## config.mk

```make
export PLATFORM = sky130hd
export DESIGN_NAME = cps_top
export DESIGN_NICKNAME = d
export VERILOG_FILES = /design/src/design/cps_pkg.sv /design/src/design/cps_divider.sv /design/src/design/cps_pll_lock.sv /design/src/design/cps_top.sv
export SDC_FILE = /design/constraint.sdc
export NUM_CORES = 1
export LEC_CHECK = 0
export ABC_AREA = 1
export BUFFER_PORTS_ARGS = -buffer_cell sky130_fd_sc_hd__buf_4
export CORE_ASPECT_RATIO = 0.8
export CORE_MARGIN = 4
export CORE_UTILIZATION = 33
export DETAILED_ROUTE_END_ITERATION = 10
export HOLD_SLACK_MARGIN = 0.1
export PLACE_DENSITY = 0.58
export SYNTH_ARGS = -nofsm -noshare
export SYNTH_HDL_FRONTEND = slang
export SYNTH_SLANG_ARGS = --single-unit
```

## constraint.sdc

```tcl
create_clock -name clk -period 4.8 [get_ports clk]
set_clock_uncertainty 0.05 [all_clocks]
set_input_delay 0.48 -clock clk [delete_from_list [all_inputs] [get_ports clk]]
set_output_delay 0.48 -clock clk [all_outputs]
set_load 0.01 [all_outputs]
```

## src/design/cps_pkg.sv

```systemverilog
// Constants, types and helpers for the clock prescaler, PLL and sleep control block
// Behaviour
// [RL1] CPU, flash, I/O and converter clocks are the source divided by selected factor
// [RL2] A division change never produces a glitch on the derived clocks
// [RL3] No intermediate period is shorter than both the old and new periods
// [RL4] New rate takes effect after the old period ends plus one new period
// [RL5] Software writes change-enable alone, then the new division within four cycles
// [RL6] Change-enable updates only when all other divider register bits are written zero
// [RL7] Change-enable clears four cycles after setting or when the division is written
// [RL8] Rewriting change-enable while open neither restarts the window nor clears it
// [RL9] Division code n gives two to the n for codes 0 to 8; 9 to 15 reserved
// [RL10] Division field resets to 0000, or 0011 when the divide-by-eight fuse is set
// [RL11] Software keeps interrupts off across the two-write divider change
// [RL12] USB PLL multiplies a 2 MHz prescaled reference by 24; RC oscillator unusable
// [RL13] PLL prescaler divides by 4 for 011 and 8 for 101 or 110; others reserved
// [RL14] Upper three bits of the PLL control register always read zero
// [RL15] PLL enable starts the PLL; lock flag sets about 100 ms later
// [RL16] Lock flag clears only when enable and prescaler bits are all cleared
// [RL17] Sleep entered only on sleep instruction with sleep-enable set; mode bits choose
// [RL18] Mode codes: idle, noise reduction, power-down, power-save, standby, extended standby
// [RL19] Wake on interrupt halts core four cycles past start-up, then resumes
// [RL20] Reset during sleep wakes the core into the reset vector
// [RL21] Waking leaves the register file and static memory untouched
// [RL22] Software sets sleep-enable just before sleeping and clears it after waking
// [RL23] Noise reduction stops I/O, CPU and flash clocks; others including USB run
// [RL24] Power-down stops every generated clock
// [RL25] Standby with oscillator running resumes six cycles after a wake-up condition
// [RL26] Change-enable window counts cycles of the active divided system clock
package cps_pkg;

	localparam logic [7:0] ADDR_SLEEP_CTRL = 8'h00;
	localparam logic [7:0] ADDR_DIV_CTRL = 8'h01;
	localparam logic [7:0] ADDR_PLL_CTRL = 8'h02;

	localparam int DIV_CE_BIT = 7;
	localparam int PLL_EN_BIT = 1;
	localparam int SLEEP_EN_BIT = 0;
	localparam logic [7:0] DIV_UNLOCK_WORD = 8'h80;

	localparam logic [3:0] DIV_SEL_NODIV = 4'h0;
	localparam logic [3:0] DIV_SEL_DIV8 = 4'h3;
	localparam logic [3:0] DIV_SEL_MAX = 4'h8;
	localparam logic [2:0] PRESC_RST = 3'h0;
	localparam logic [2:0] PRESC_DIV4 = 3'h3;
	localparam logic [2:0] PRESC_DIV8_A = 3'h5;
	localparam logic [2:0] PRESC_DIV8_B = 3'h6;
	localparam logic [7:0] SLEEP_CTRL_RST = 8'h00;
	localparam logic [1:0] INIT_LOAD = 2'h2;
	localparam logic [1:0] INIT_DONE = 2'h3;

	localparam int unsigned CLK_KHZ = 40000;
	localparam int unsigned CE_WIN_CYC = 4;
	localparam int unsigned HOLD_CYC = 4;
	localparam int unsigned STANDBY_WAKE_CYC = 6;
	localparam int unsigned PD_WAKE_CYC = 6;
	localparam int unsigned PLL_LOCK_MS = 100;
	localparam int unsigned PLL_LOCK_CYC = PLL_LOCK_MS * CLK_KHZ;
	localparam logic [1:0] CE_LAST = 2'(CE_WIN_CYC - 1);
	localparam logic [2:0] HOLD_LAST = 3'(HOLD_CYC - 1);

	typedef enum logic [2:0] {
		MODE_IDLE = 3'h0,
		MODE_NOISE_RED = 3'h1,
		MODE_POWER_DOWN = 3'h2,
		MODE_POWER_SAVE = 3'h3,
		MODE_RSVD_A = 3'h4,
		MODE_RSVD_B = 3'h5,
		MODE_STANDBY = 3'h6,
		MODE_EXT_STANDBY = 3'h7
	} cps_mode_t;

	typedef enum logic [1:0] {
		ST_RUN = 2'b00,
		ST_SLEEP = 2'b01,
		ST_START = 2'b11,
		ST_HOLD = 2'b10
	} cps_state_t;

	// Last count of one divided period; reserved codes fall back to the slowest rate
	function automatic logic [7:0] div_last(input logic [3:0] code);
		if (code > DIV_SEL_MAX) begin
			return 8'hff;
		end
		return 8'((9'h001 << code) - 9'h001);
	endfunction : div_last

endpackage : cps_pkg

```

## src/design/cps_divider.sv

```systemverilog
// Glitch-free system clock divider producing one tick per divided period
`timescale 1ns/10ps
`default_nettype none
module cps_divider (
	input wire logic clk,
	input wire logic rst_n,
	input wire logic [3:0] sel,
	output logic tick_q
);

	logic [7:0] cnt_q;
	logic [3:0] cur_q;
	logic period_end;

	assign period_end = (cnt_q == cps_pkg::div_last(cur_q));

	// New setting is only adopted at an old-period boundary, so no runt period appears
	always_ff @(posedge clk or negedge rst_n) begin
		if (!rst_n) begin
			cnt_q <= 8'h00;
			cur_q <= cps_pkg::DIV_SEL_NODIV;
		end else if (period_end) begin
			cnt_q <= 8'h00;
			cur_q <= sel; // [RL2] [RL3] [RL4]
		end else begin
			cnt_q <= cnt_q + 8'h01; // [RL1] [RL9]
		end
	end

	always_ff @(posedge clk or negedge rst_n) begin
		if (!rst_n) begin
			tick_q <= 1'b0;
		end else begin
			tick_q <= period_end;
		end
	end

	a_setting_at_edge: assert property (@(posedge clk) disable iff (!rst_n) // [RL2]
		$changed(cur_q) |-> $past(period_end))
		else $error("divider setting changed inside a period");

	a_new_period: assert property (@(posedge clk) disable iff (!rst_n) // [RL4]
		period_end |=> (cnt_q == 8'h00) && (cur_q == $past(sel)) ##0 tick_q)
		else $error("divider did not start the new period");

endmodule : cps_divider
`default_nettype wire

```

## src/design/cps_pll_lock.sv

```systemverilog
// USB PLL enable and lock detection timer
`timescale 1ns/10ps
`default_nettype none
module cps_pll_lock #(
	parameter int unsigned LOCK_CYC = cps_pkg::PLL_LOCK_CYC
) (
	input wire logic clk,
	input wire logic rst_n,
	input wire logic enable,
	input wire logic [2:0] presc,
	input wire logic ref_ok,
	output logic lock_q
);

	logic [21:0] cnt_q;
	logic clear;
	logic running;

	assign clear = !enable && (presc == cps_pkg::PRESC_RST);
	assign running = enable && ref_ok;

	always_ff @(posedge clk or negedge rst_n) begin
		if (!rst_n) begin
			cnt_q <= 22'h000000;
			lock_q <= 1'b0;
		end else if (clear) begin
			cnt_q <= 22'h000000;
			lock_q <= 1'b0; // [RL16]
		end else if (running && !lock_q) begin
			if (cnt_q == 22'(LOCK_CYC - 1)) begin
				lock_q <= 1'b1; // [RL15]
			end else begin
				cnt_q <= cnt_q + 22'h000001;
			end
		end
	end

	a_lock_sticky: assert property (@(posedge clk) disable iff (!rst_n) // [RL16]
		(lock_q && !clear) |=> lock_q)
		else $error("lock flag dropped without a clear");

	a_lock_timed: assert property (@(posedge clk) disable iff (!rst_n) // [RL15]
		$rose(lock_q) |-> $past(cnt_q) == 22'(LOCK_CYC - 1) && $past(enable))
		else $error("lock flag set before the lock time");

endmodule : cps_pll_lock
`default_nettype wire

```

## src/design/cps_top.sv

```systemverilog
// System clock control: divider unlock, PLL control and sleep sequencing
`timescale 1ns/10ps
`default_nettype none
module cps_top #(
	parameter int unsigned LOCK_CYC = cps_pkg::PLL_LOCK_CYC
) (
	input wire logic clk,
	input wire logic rstn,
	input wire logic [7:0] addr,
	input wire logic [7:0] wdata,
	input wire logic wr,
	input wire logic rd,
	output logic [7:0] rdata_q,
	input wire logic divide_by_eight_fuse,
	input wire logic osc_is_rc,
	input wire logic sleep_instr,
	input wire logic wake_irq,
	output logic cpu_clk_en_q,
	output logic flash_clk_en_q,
	output logic io_clk_en_q,
	output logic adc_clk_en_q,
	output logic usb_clk_run_q,
	output logic sleeping_q,
	output logic resume_q
);

	logic rst_m_q;
	logic rst_n_s;
	logic fuse_m_q;
	logic fuse_s_q;
	logic rc_m_q;
	logic rc_s_q;
	logic [1:0] init_q;

	logic sleep_enable_q;
	cps_pkg::cps_mode_t sleep_mode_select_q;
	logic divider_change_enable_q;
	logic [1:0] ce_cnt_q;
	logic [3:0] divider_select_q;
	logic [2:0] pll_input_prescale_q;
	logic pll_enable_q;
	logic pll_lock_flag;

	cps_pkg::cps_state_t st_q;
	logic [2:0] wait_q;
	logic sys_tick;
	logic [4:0] run_mask;

	logic wr_sleep;
	logic wr_div;
	logic wr_pll;
	logic unlock_wr;
	logic sel_wr;
	logic ce_expire;
	logic presc_ok;
	logic [7:0] rd_mux;

	// Start-up wait in divided cycles before the four-cycle halt
	function automatic logic [2:0] wake_len(input cps_pkg::cps_mode_t m);
		case (m)
			cps_pkg::MODE_STANDBY,
			cps_pkg::MODE_EXT_STANDBY: wake_len = 3'(cps_pkg::STANDBY_WAKE_CYC); // [RL25]
			cps_pkg::MODE_POWER_DOWN,
			cps_pkg::MODE_POWER_SAVE: wake_len = 3'(cps_pkg::PD_WAKE_CYC);
			default: wake_len = 3'h0;
		endcase
	endfunction : wake_len

	// Bits are usb, adc, io, flash, cpu
	function automatic logic [4:0] clk_mask(input cps_pkg::cps_state_t s,
		input cps_pkg::cps_mode_t m);
		clk_mask = 5'h1f;
		case (s)
			cps_pkg::ST_RUN: clk_mask = 5'h1f;
			cps_pkg::ST_HOLD: clk_mask = 5'h1c; // [RL19]
			default: begin
				case (m)
					cps_pkg::MODE_IDLE: clk_mask = 5'h1c;
					cps_pkg::MODE_NOISE_RED: clk_mask = 5'h18; // [RL23]
					default: clk_mask = 5'h00; // [RL24]
				endcase
			end
		endcase
	endfunction : clk_mask

	// Reset release
	always_ff @(posedge clk or negedge rstn) begin
		if (!rstn) begin
			rst_m_q <= 1'b0;
			rst_n_s <= 1'b0;
		end else begin
			rst_m_q <= 1'b1;
			rst_n_s <= rst_m_q;
		end
	end

	// Pin synchronisers
	always_ff @(posedge clk or negedge rst_n_s) begin
		if (!rst_n_s) begin
			fuse_m_q <= 1'b0;
			fuse_s_q <= 1'b0;
			rc_m_q <= 1'b0;
			rc_s_q <= 1'b0;
		end else begin
			fuse_m_q <= divide_by_eight_fuse;
			fuse_s_q <= fuse_m_q;
			rc_m_q <= osc_is_rc;
			rc_s_q <= rc_m_q;
		end
	end

	// Fuse is sampled once the synchroniser holds a settled value
	always_ff @(posedge clk or negedge rst_n_s) begin
		if (!rst_n_s) begin
			init_q <= 2'h0;
		end else if (init_q != cps_pkg::INIT_DONE) begin
			init_q <= init_q + 2'h1;
		end
	end

	assign wr_sleep = wr && (addr == cps_pkg::ADDR_SLEEP_CTRL);
	assign wr_div = wr && (addr == cps_pkg::ADDR_DIV_CTRL);
	assign wr_pll = wr && (addr == cps_pkg::ADDR_PLL_CTRL);
	assign unlock_wr = wr_div && (wdata == cps_pkg::DIV_UNLOCK_WORD); // [RL6]
	assign sel_wr = wr_div && divider_change_enable_q && !wdata[cps_pkg::DIV_CE_BIT]; // [RL5]
	assign ce_expire = sys_tick && (ce_cnt_q == cps_pkg::CE_LAST); // [RL26]

	// Change-enable window
	always_ff @(posedge clk or negedge rst_n_s) begin
		if (!rst_n_s) begin
			divider_change_enable_q <= 1'b0;
			ce_cnt_q <= 2'h0;
		end else if (sel_wr) begin
			divider_change_enable_q <= 1'b0; // [RL7]
			ce_cnt_q <= 2'h0;
		end else if (unlock_wr && !divider_change_enable_q) begin
			divider_change_enable_q <= 1'b1; // [RL6]
			ce_cnt_q <= 2'h0;
		end else if (divider_change_enable_q && ce_expire) begin
			divider_change_enable_q <= 1'b0; // [RL7]
			ce_cnt_q <= 2'h0;
		end else if (divider_change_enable_q && sys_tick) begin
			ce_cnt_q <= ce_cnt_q + 2'h1; // [RL8] [RL26]
		end
	end

	// Division field
	always_ff @(posedge clk or negedge rst_n_s) begin
		if (!rst_n_s) begin
			divider_select_q <= cps_pkg::DIV_SEL_NODIV;
		end else if (init_q == cps_pkg::INIT_LOAD) begin
			divider_select_q <= fuse_s_q ? cps_pkg::DIV_SEL_DIV8
				: cps_pkg::DIV_SEL_NODIV; // [RL10]
		end else if (sel_wr) begin
			divider_select_q <= wdata[3:0]; // [RL5] [RL9]
		end
	end

	cps_divider u_divider (
		.clk(clk),
		.rst_n(rst_n_s),
		.sel(divider_select_q),
		.tick_q(sys_tick)
	);

	// Sleep mode control register
	always_ff @(posedge clk or negedge rst_n_s) begin
		if (!rst_n_s) begin
			sleep_enable_q <= cps_pkg::SLEEP_CTRL_RST[cps_pkg::SLEEP_EN_BIT];
			sleep_mode_select_q <= cps_pkg::cps_mode_t'(cps_pkg::SLEEP_CTRL_RST[3:1]);
		end else if (wr_sleep) begin
			sleep_enable_q <= wdata[cps_pkg::SLEEP_EN_BIT];
			sleep_mode_select_q <= cps_pkg::cps_mode_t'(wdata[3:1]); // [RL18]
		end
	end

	// PLL control
	always_ff @(posedge clk or negedge rst_n_s) begin
		if (!rst_n_s) begin
			pll_input_prescale_q <= cps_pkg::PRESC_RST;
			pll_enable_q <= 1'b0;
		end else if (wr_pll) begin
			pll_input_prescale_q <= wdata[4:2];
			pll_enable_q <= wdata[cps_pkg::PLL_EN_BIT]; // [RL15]
		end
	end

	// Only the divide-by-4 and divide-by-8 codes give the 2 MHz reference
	assign presc_ok = (pll_input_prescale_q == cps_pkg::PRESC_DIV4)
		|| (pll_input_prescale_q == cps_pkg::PRESC_DIV8_A)
		|| (pll_input_prescale_q == cps_pkg::PRESC_DIV8_B); // [RL13]

	cps_pll_lock #(
		.LOCK_CYC(LOCK_CYC)
	) u_pll_lock (
		.clk(clk),
		.rst_n(rst_n_s),
		.enable(pll_enable_q),
		.presc(pll_input_prescale_q),
		.ref_ok(presc_ok && !rc_s_q), // [RL12]
		.lock_q(pll_lock_flag)
	);

	// Sleep sequencer; reset returns straight to run from any state
	always_ff @(posedge clk or negedge rst_n_s) begin
		if (!rst_n_s) begin
			st_q <= cps_pkg::ST_RUN; // [RL20]
			wait_q <= 3'h0;
		end else begin
			case (st_q)
				cps_pkg::ST_RUN: begin
					if (sleep_instr && sleep_enable_q
						&& sleep_mode_select_q != cps_pkg::MODE_RSVD_A
						&& sleep_mode_select_q != cps_pkg::MODE_RSVD_B) begin
						st_q <= cps_pkg::ST_SLEEP; // [RL17]
					end
				end
				cps_pkg::ST_SLEEP: begin
					wait_q <= 3'h0;
					if (wake_irq) begin
						st_q <= (wake_len(sleep_mode_select_q) == 3'h0)
							? cps_pkg::ST_HOLD : cps_pkg::ST_START;
					end
				end
				cps_pkg::ST_START: begin
					if (sys_tick) begin
						if (wait_q == wake_len(sleep_mode_select_q) - 3'h1) begin
							st_q <= cps_pkg::ST_HOLD; // [RL25]
							wait_q <= 3'h0;
						end else begin
							wait_q <= wait_q + 3'h1;
						end
					end
				end
				cps_pkg::ST_HOLD: begin
					if (sys_tick) begin
						if (wait_q == cps_pkg::HOLD_LAST) begin
							st_q <= cps_pkg::ST_RUN; // [RL19]
							wait_q <= 3'h0;
						end else begin
							wait_q <= wait_q + 3'h1;
						end
					end
				end
				default: begin
					st_q <= cps_pkg::ST_RUN;
					wait_q <= 3'h0;
				end
			endcase
		end
	end

	// Sleep only gates clocks; no storage is touched, so contents survive
	assign run_mask = clk_mask(st_q, sleep_mode_select_q); // [RL21]

	always_ff @(posedge clk or negedge rst_n_s) begin
		if (!rst_n_s) begin
			cpu_clk_en_q <= 1'b0;
			flash_clk_en_q <= 1'b0;
			io_clk_en_q <= 1'b0;
			adc_clk_en_q <= 1'b0;
		end else begin
			cpu_clk_en_q <= sys_tick && run_mask[0]; // [RL1]
			flash_clk_en_q <= sys_tick && run_mask[1];
			io_clk_en_q <= sys_tick && run_mask[2];
			adc_clk_en_q <= sys_tick && run_mask[3];
		end
	end

	// USB clock needs a locked PLL fed from a crystal, not the RC oscillator
	always_ff @(posedge clk or negedge rst_n_s) begin
		if (!rst_n_s) begin
			usb_clk_run_q <= 1'b0;
		end else begin
			usb_clk_run_q <= pll_lock_flag && !rc_s_q && run_mask[4]; // [RL12] [RL23]
		end
	end

	always_ff @(posedge clk or negedge rst_n_s) begin
		if (!rst_n_s) begin
			sleeping_q <= 1'b0;
			resume_q <= 1'b0;
		end else begin
			sleeping_q <= (st_q != cps_pkg::ST_RUN);
			resume_q <= (st_q == cps_pkg::ST_HOLD) && sys_tick
				&& (wait_q == cps_pkg::HOLD_LAST); // [RL19]
		end
	end

	always_comb begin
		case (addr)
			cps_pkg::ADDR_SLEEP_CTRL: rd_mux = {4'h0, sleep_mode_select_q, sleep_enable_q};
			cps_pkg::ADDR_DIV_CTRL: rd_mux = {divider_change_enable_q, 3'h0, divider_select_q};
			cps_pkg::ADDR_PLL_CTRL: rd_mux = {3'h0, pll_input_prescale_q, pll_enable_q,
				pll_lock_flag}; // [RL14]
			default: rd_mux = 8'h00;
		endcase
	end

	always_ff @(posedge clk or negedge rst_n_s) begin
		if (!rst_n_s) begin
			rdata_q <= 8'h00;
		end else if (rd) begin
			rdata_q <= rd_mux;
		end else begin
			rdata_q <= 8'h00;
		end
	end

	a_unlock_only: assert property (@(posedge clk) disable iff (!rst_n_s) // [RL6]
		$rose(divider_change_enable_q) |-> $past(wr_div && wdata == cps_pkg::DIV_UNLOCK_WORD))
		else $error("change enable set by a non-unlock write");

	a_no_restart: assert property (@(posedge clk) disable iff (!rst_n_s) // [RL8]
		(divider_change_enable_q && unlock_wr && !ce_expire) |=>
		divider_change_enable_q && ce_cnt_q >= $past(ce_cnt_q))
		else $error("unlock rewrite restarted or cleared the window");

	a_window_close: assert property (@(posedge clk) disable iff (!rst_n_s) // [RL7]
		(divider_change_enable_q && ce_expire) |=> !divider_change_enable_q)
		else $error("change enable outlived its window");

	a_sel_guarded: assert property (@(posedge clk) disable iff (!rst_n_s) // [RL5]
		($changed(divider_select_q) && $past(init_q) == cps_pkg::INIT_DONE)
		|-> $past(divider_change_enable_q) && !divider_change_enable_q)
		else $error("division changed without an open window");

	a_sleep_gate: assert property (@(posedge clk) disable iff (!rst_n_s) // [RL17]
		(st_q == cps_pkg::ST_RUN && !sleep_enable_q) |=> st_q == cps_pkg::ST_RUN)
		else $error("sleep entered without sleep enable");

	a_hold_halts: assert property (@(posedge clk) disable iff (!rst_n_s) // [RL19]
		(st_q == cps_pkg::ST_HOLD) |=> !cpu_clk_en_q && !flash_clk_en_q)
		else $error("core clock ran during wake halt");

	a_pd_stops: assert property (@(posedge clk) disable iff (!rst_n_s) // [RL24]
		(st_q == cps_pkg::ST_SLEEP && sleep_mode_select_q == cps_pkg::MODE_POWER_DOWN)
		|=> !(cpu_clk_en_q || flash_clk_en_q || io_clk_en_q || adc_clk_en_q || usb_clk_run_q))
		else $error("clock ran in power-down");

	a_noise_red: assert property (@(posedge clk) disable iff (!rst_n_s) // [RL23]
		(st_q == cps_pkg::ST_SLEEP && sleep_mode_select_q == cps_pkg::MODE_NOISE_RED)
		|=> !(cpu_clk_en_q || flash_clk_en_q || io_clk_en_q) && (adc_clk_en_q == $past(sys_tick)))
		else $error("noise reduction clock gating wrong");

endmodule : cps_top
`default_nettype wire

```

**Yosys cells after proc, flatten, opt, wreduce, memory -nomap -nowiden**

Index checks and enable logic that the tools add are counted.

- Register bits after elaboration: 79
- Latch bits: 0
- Memory bits (writable): 0
- Memory bits (read-only): 0
- Bits of input ports: 24
- Output and inout bits: 15
- Word-level logic and storage cells: 159
- Memories: 0

- Add/sub/neg operators: 7
- Multiply operators: 0
- Div/mod/pow operators: 0
- Order comparisons: 1
- Equality and inequality tests: 30
- Shift-type cells: 1
- Mux-type cells: 42
- Bitwise operators: 0
- Reduce and logical (&&, ||, !) cells: 49

Operator list:

| kind | count |
|---|---|
| 22-bit 2-to-1 mux | 3 |
| 8-bit 2-to-1 mux | 4 |
| 3-bit 2-to-1 mux | 9 |
| 1-bit logical AND | 25 |
| 8-bit one-hot mux with 3 select lines | 1 |
| 22-bit by 1-bit adder with 22-bit output (second input constant) | 1 |
| 22-bit equality test (second input constant) | 1 |
| 2-bit 2-to-1 mux | 11 |
| 5-bit one-hot mux with 2 select lines | 2 |
| 3-bit by 2-bit equality test with 1-bit output (second input constant) | 4 |
| 3-bit equality test (second input constant) | 4 |
| 3-bit zero test | 3 |
| 3-bit one-hot mux with 3 select lines | 1 |
| 8-bit by 1-bit adder with 8-bit output (second input constant) | 1 |
| 2-bit equality test (second input constant) | 4 |
| 8-bit by 1-bit equality test with 1-bit output (second input constant) | 1 |
| 8-bit by 2-bit equality test with 1-bit output (second input constant) | 1 |
| 8-bit equality test | 1 |
| 8-bit equality test (second input constant) | 1 |
| 8-bit zero test | 1 |
| 1-bit 2-to-1 mux | 8 |
| 4-bit 2-to-1 mux | 2 |
| 2-bit by 1-bit != test with 1-bit output (second input constant) | 4 |
| 2-bit != test (second input constant) | 4 |
| 21 further kinds | 33 |

**Longest topological paths before layout**

- Word-level depth: 10
- Depth in mapped cells: 12
- Mapped depth without buffers: 12

**Hierarchy**

From an unflattened synthesis, not the netlist that was laid out.

- Cell total of the unflattened synthesis: 592
- Area total of the unflattened synthesis: 4,424.2 µm²

By module, submodules not included:

| module | times used | cells an instance | area an instance (µm²) | seq. area each (µm²) |
|---|---|---|---|---|
| cps_top | 1 | 234 | 1,941.9 | 1,001.0 |
| cps_pll_lock | 1 | 239 | 1,635.3 | 575.6 |
| cps_divider | 1 | 119 | 847.1 | 325.3 |

**Least setup slack after synthesis**

OpenSTA, ideal clock, no wires.

- Kind: reg-to-reg
- Start: reg u_divider.cur_q[1]
- End: reg u_divider.cnt_q[0]
- Library setup time: 0.121 ns
- Arrival time: 1.596 ns
- Data required time: 4.629 ns
- Slack: 3.033 ns
- Cell stages (with the launch flop): 12
- Buffers on the path: 0
- Clock period less this slack: 1.767 ns
- Cell sequence: dfrtp_1 nor2_2 nand3_1 ha_1 inv_1 nand3_1 nand4_1 nand2_1 nor2_4 nand2_4 inv_4 nor2_1

- Longest elaborated chain between the ends: 5
- Elaborated cells between the ends (all ways): 7
- Those cells by class: add/sub (1); order compare (1); eq/ne (1); shift (1); mux (3)

Ends and longest elaborated chain:

| element | RTL line | RTL |
|---|---|---|
| start: declaration | cps_divider.sv:12 | `logic [3:0] cur_q;` |
| start signal: assignment | cps_divider.sv:21 | `cur_q <= cps_pkg::DIV_SEL_NODIV;` |
| start signal: assignment | cps_divider.sv:24 | `cur_q <= sel;` |
| 1-bit by 4-bit << shifter with 8-bit output or 4-bit > comparator (tied branches) | cps_pkg.sv:84, cps_pkg.sv:81 |  |
| 8-bit by 1-bit subtractor with 8-bit output or 1-bit 2-to-1 mux (tied branches) | cps_pkg.sv:84, cps_pkg.sv:81 |  |
| 8-bit 2-to-1 mux * | cps_pkg.sv:84 | `return 8'((9'h001 << code) - 9'h001);` |
| 8-bit equality test * | cps_divider.sv:15 | `assign period_end = (cnt_q == cps_pkg::div_last(cur_q));` |
| net u_divider.period_end | cps_divider.sv:13 | `logic period_end;` |
| 8-bit 2-to-1 mux * | cps_divider.sv:22 | `end else if (period_end) begin` |
| end signal: assignment | cps_divider.sv:26 | `cnt_q <= cnt_q + 8'h01;` |
| end: declaration | cps_divider.sv:11 | `logic [7:0] cnt_q;` |

Mark *: on every way through the listed nets, which the timed path passes. The rest lies on a longest branch.
A chain may end at the register's enable or synchronous reset.

**Worst setup path in the final report**

- Start: reg pll_input_prescale_q[1]
- End: reg u_pll_lock.cnt_q[8]

- Longest elaborated chain between the ends: 8
- Elaborated cells between the ends (all ways): 14
- Those cells by class: eq/ne (4); mux (1); reduce/logical (9)

Ends and longest elaborated chain:

| element | RTL line | RTL |
|---|---|---|
| start: declaration | cps_top.sv:40 | `logic [2:0] pll_input_prescale_q;` |
| start signal: assignment | cps_top.sv:180 | `pll_input_prescale_q <= cps_pkg::PRESC_RST;` |
| start signal: assignment | cps_top.sv:183 | `pll_input_prescale_q <= wdata[4:2];` |
| 3-bit by 2-bit equality test with 1-bit output or 3-bit equality test (tied branches) | cps_top.sv:189, cps_top.sv:190 |  |
| 1-bit logical OR | cps_top.sv:190 | `\|\| (pll_input_prescale_q == cps_pkg::PRESC_DIV8_A)` |
| 1-bit logical OR | cps_top.sv:191 | `\|\| (pll_input_prescale_q == cps_pkg::PRESC_DIV8_B);` |
| 1-bit logical AND | cps_top.sv:200 | `.ref_ok(presc_ok && !rc_s_q),` |
| 1-bit logical AND | cps_pll_lock.sv:20 | `assign running = enable && ref_ok;` |
| 1-bit logical AND | cps_pll_lock.sv:29 | `end else if (running && !lock_q) begin` |
| 2-bit nonzero test (no line) | -- |  |
| 2-bit AND reduction (no line) | -- |  |
| end signal: assignment | cps_pll_lock.sv:33 | `cnt_q <= cnt_q + 22'h000001;` |
| end: declaration | cps_pll_lock.sv:15 | `logic [21:0] cnt_q;` |

Parallel ways exist; a longest one is shown, timed or not.

==> impl_summary.txt <==
----------------------------------------------------
[Timing]
  Setup slack of the critical path after layout ... 2530 ps
  Portion of the clock cycle consumed by the worst path in the final layout ... 0.474
  Post-route setup TNS ... 0 ps
  Relative slew slack ... 0.371
  Peak Freq ... 0.440 GHz
  Final setup violating endpoints ... 0
  Final period demand of the worst path ... 2270 ps
  Unrepaired setup endpoints after global routing ... no
  Fin. Hold Viols ... 0
  Max-slew violations ... 0
  Hold Slack ... 202 ps
  Least-Margin Pin Slew ... 943 ps

[Synthesis]
  Most used flip-flop cell after synthesis ... sky130_fd_sc_hd__dfrtp_1
  Number of enable flip-flop cells after synthesis ... 0
  Fraction of registers with async set/reset ... 1.00
  Sequential cell area fraction in the yosys report ... 0.443
  #FFs+latches synth ... 76
  Gate Count Post-Synth ... 564
  Number of warning messages in the yosys log ... 0
  Unique cell type count in the Yosys netlist ... 40
  Combined area of all synthesized cells ... 4300 um^2
  Post-Syn Area per Cell ... 7.62 um^2

[Critical path]
  Setup crit end kind ... register
  Startpoint-to-endpoint class of the critical path ... register to register
  Required time reported for the critical path endpoint ... 4950 ps
  Critical R2R Capture ... u_pll_lock.cnt_q[8]
  Data arrival at the endpoint of the critical path ... 2420 ps
  Critical Path Start Type ... register
  R2r worst-path depth ... 6
  Worst-path maximum fanout ... 19
  R2r startpoint ... pll_input_prescale_q[1]
  R2r setup slk ... 2530 ps

[Layout]
  Final core utilization ... 0.403
  Share of post-route cells with drive strength above 1 ... 0.136
  Most frequent standard cell in the layout excluding fill and tap cells ... sky130_fd_sc_hd__nand2_1
  Antenna cells ... 0
  Most used cells in the layout excluding fill and tap cells ... sky130_fd_sc_hd__nand2_1, sky130_fd_sc_hd__dfrtp_1, sky130_fd_sc_hd__inv_1, sky130_fd_sc_hd__nor2_1, sky130_fd_sc_hd__nand3_1
  Number of inserted filler cells in the final layout ... 1296
  Layout Area Growth over Synthesis ... 17.1%
  Final #Nets ... 637

[Floorplanning]
  Count of pins on the block boundary ... 39
  Die X ... 136 um
  DIE AREA ... 14900 um^2
  Die extent in y ... 110 um
  Count of standard-cell rows ... 36
  Starting Density ... 0.344
  Standard cell core area ... 12500 um^2

[Clocking]
  Latest clock arrival within the worst-skew pair ... 340 ps
  CTS buffer count ... 9
  CTS tree ... built
  Root buf cell ... sky130_fd_sc_hd__clkbuf_16
  Maximum number of buffers from clock root to sink ... 2
  Quantity of gates resized following cts ... 0
  Htree depth ... 3
  Clock transition at the registers of the reported paths ... 60 ps
  Clock Sinks ... 76

[Run]
  # Max-Cap Violations ... 0

[Global route]
  All-layer global routing usage ... 0.143
  Number of antenna violations at the first check in global routing ... 0
  Total grt overflow ... 0
  Maximum number of pins on one net before global-route repair ... 75
  Vias in the first global route ... 3581
  Wire length of the first global-routing pass ... 17100 um

[Worst hold path]
  Hold Path Cell Cnt ... 1
  Origin of the worst min-delay path ... osc_is_rc
  Min-Delay Path Class ... primary input to register
  End point of the most critical hold path ... rc_m_q

[Placement]
  Placement Setup Slack ... 2560 ps
  Half-perimeter wire length after placement ... 7530 um
  Input/output buffers ... 36
  Routability cong. ... 0.836

[Routing]
  Number of iterations in the first detailed-routing pass ... 4
  Routed vias/inst ... 4.70
  Count of nets left with antenna violations after detail routing ... 0
  Drt drc ... 0
  Drt first-iter violations ... 130
  Total via count in the routed design ... 3663
  Sum of routed wire length over all layers ... 9980 um
  Detail-routed net length per standard cell ... 12.8 um

[Status]
  Run status ... finished, final reports clean

[Power and ir drop]
  Worst IR Drop VDD ... 0.000181 V
  Lkg Pwr ... 0.00243 uW
  Power density of the placed cells ... 320 nW/um^2

----------------------------------------------------
Yosys cell counts, types with 5 or more instances:
library cell	instances	area, um^2
sky130_fd_sc_hd__nand2_1	168	631
sky130_fd_sc_hd__dfrtp_1	76	1900
sky130_fd_sc_hd__inv_1	66	248
sky130_fd_sc_hd__nor2_1	66	248
sky130_fd_sc_hd__nand3_1	45	225
sky130_fd_sc_hd__o21ai_0	24	120
sky130_fd_sc_hd__nand4_1	13	81.3
sky130_fd_sc_hd__xor2_1	11	96.3
sky130_fd_sc_hd__nor3_1	10	50.1
sky130_fd_sc_hd__o21ai_1	10	50.1
sky130_fd_sc_hd__ha_1	9	113
sky130_fd_sc_hd__nor2_2	8	50.1
sky130_fd_sc_hd__xnor2_1	7	61.3
sky130_fd_sc_hd__nor2_4	5	56.3
cell type report:
type | instances | area (um^2) | share of cell area
Tap cell | 171 | 214 | 0.0425
Timing Repair Buffer | 37 | 280 | 0.0557
Clock inverter | 6 | 63.8 | 0.0127
Clock buffer | 10 | 239 | 0.0475
Multi-Input combinational cell | 410 | 2060 | 0.410
Sequential cell | 76 | 1910 | 0.379
Inverter | 70 | 265 | 0.0527
how the worst max path moves through the flow:
stage / slack [ps] / endpoint / startpoint / cells past startpoint
final: 2530 / u_pll_lock.cnt_q[8] / pll_input_prescale_q[1] / 6
after global routing: 2300 / u_pll_lock.cnt_q[8] / pll_input_prescale_q[1] / 7
after CTS: 2540 / u_pll_lock.cnt_q[8] / pll_input_prescale_q[1] / 6
after detailed placement: 2560 / u_pll_lock.cnt_q[8] / pll_input_prescale_q[1] / 6
after global placement: 2630 / u_pll_lock.cnt_q[20] / pll_input_prescale_q[1] / 7
after floorplan: 2480 / adc_clk_en_q / rst_n_s / 0
metal layers:
metal  GRT usage  share of wire  vias up  wire (um)
met4      0.0511          0.019        0        186
li1            -              -     1868          -
met2       0.218           0.42       76       4210
met3      0.0277          0.041       14        411
met1       0.205           0.52     1705       5170
met5           0              0        -          0
report_power, final:
part | switching, uW | leakage (uW) | internal (uW)
logic | 105 | 0.00134 | 68.7
clock network | 265 | 0.000144 | 415
registers | 66.0 | 0.000945 | 690
total | 436 | 0.00243 | 1170
cell families after synthesis:
logic type	Yosys count	share of synthesized area
compound gates	49	0.0652
xor+xnor	18	0.0367
simple gates	331	0.350
buf+inv	79	0.0780
flops	76	0.443
other cells	2	0.00175
fa+ha+maj	9	0.0262
state kept, by name, indices dropped and copies added, names as in the netlist, 2 cells and up:
signal / cells
st_q: 2
pll_input_prescale_q: 3
divider_select_q: 4
rdata_q: 6
u_pll_lock.cnt_q: 22
u_divider.cur_q: 4
u_divider.cnt_q: 8
wait_q: 3
init_q: 2
ce_cnt_q: 2
sleep_mode_select_q: 3
critical path: stages, from the launching register on:
cell	delay [ps]
sky130_fd_sc_hd__dfrtp_1	420
sky130_fd_sc_hd__nor2_1	170
sky130_fd_sc_hd__nand3_2	350
sky130_fd_sc_hd__inv_1	470
sky130_fd_sc_hd__nor2_1	140
sky130_fd_sc_hd__nor2_4	370
sky130_fd_sc_hd__o21ai_0	150
through the flow:
step,area [um^2],power [uW],instances
6_report,5030,1610,780
5_1_grt,5030,1700,780
4_1_cts,5030,1630,780
3_5_place_dp,4720,938,763
3_3_place_gp,4720,933,763
2_1_floorplan,4300,873,565
repair_timing:
action	4_1_cts	5_1_grt
hold endpoints to repair	2	0
hold buffers	1	0
buffers inserted	0	0
No activity file was read; power rests on OpenSTA's default activity.
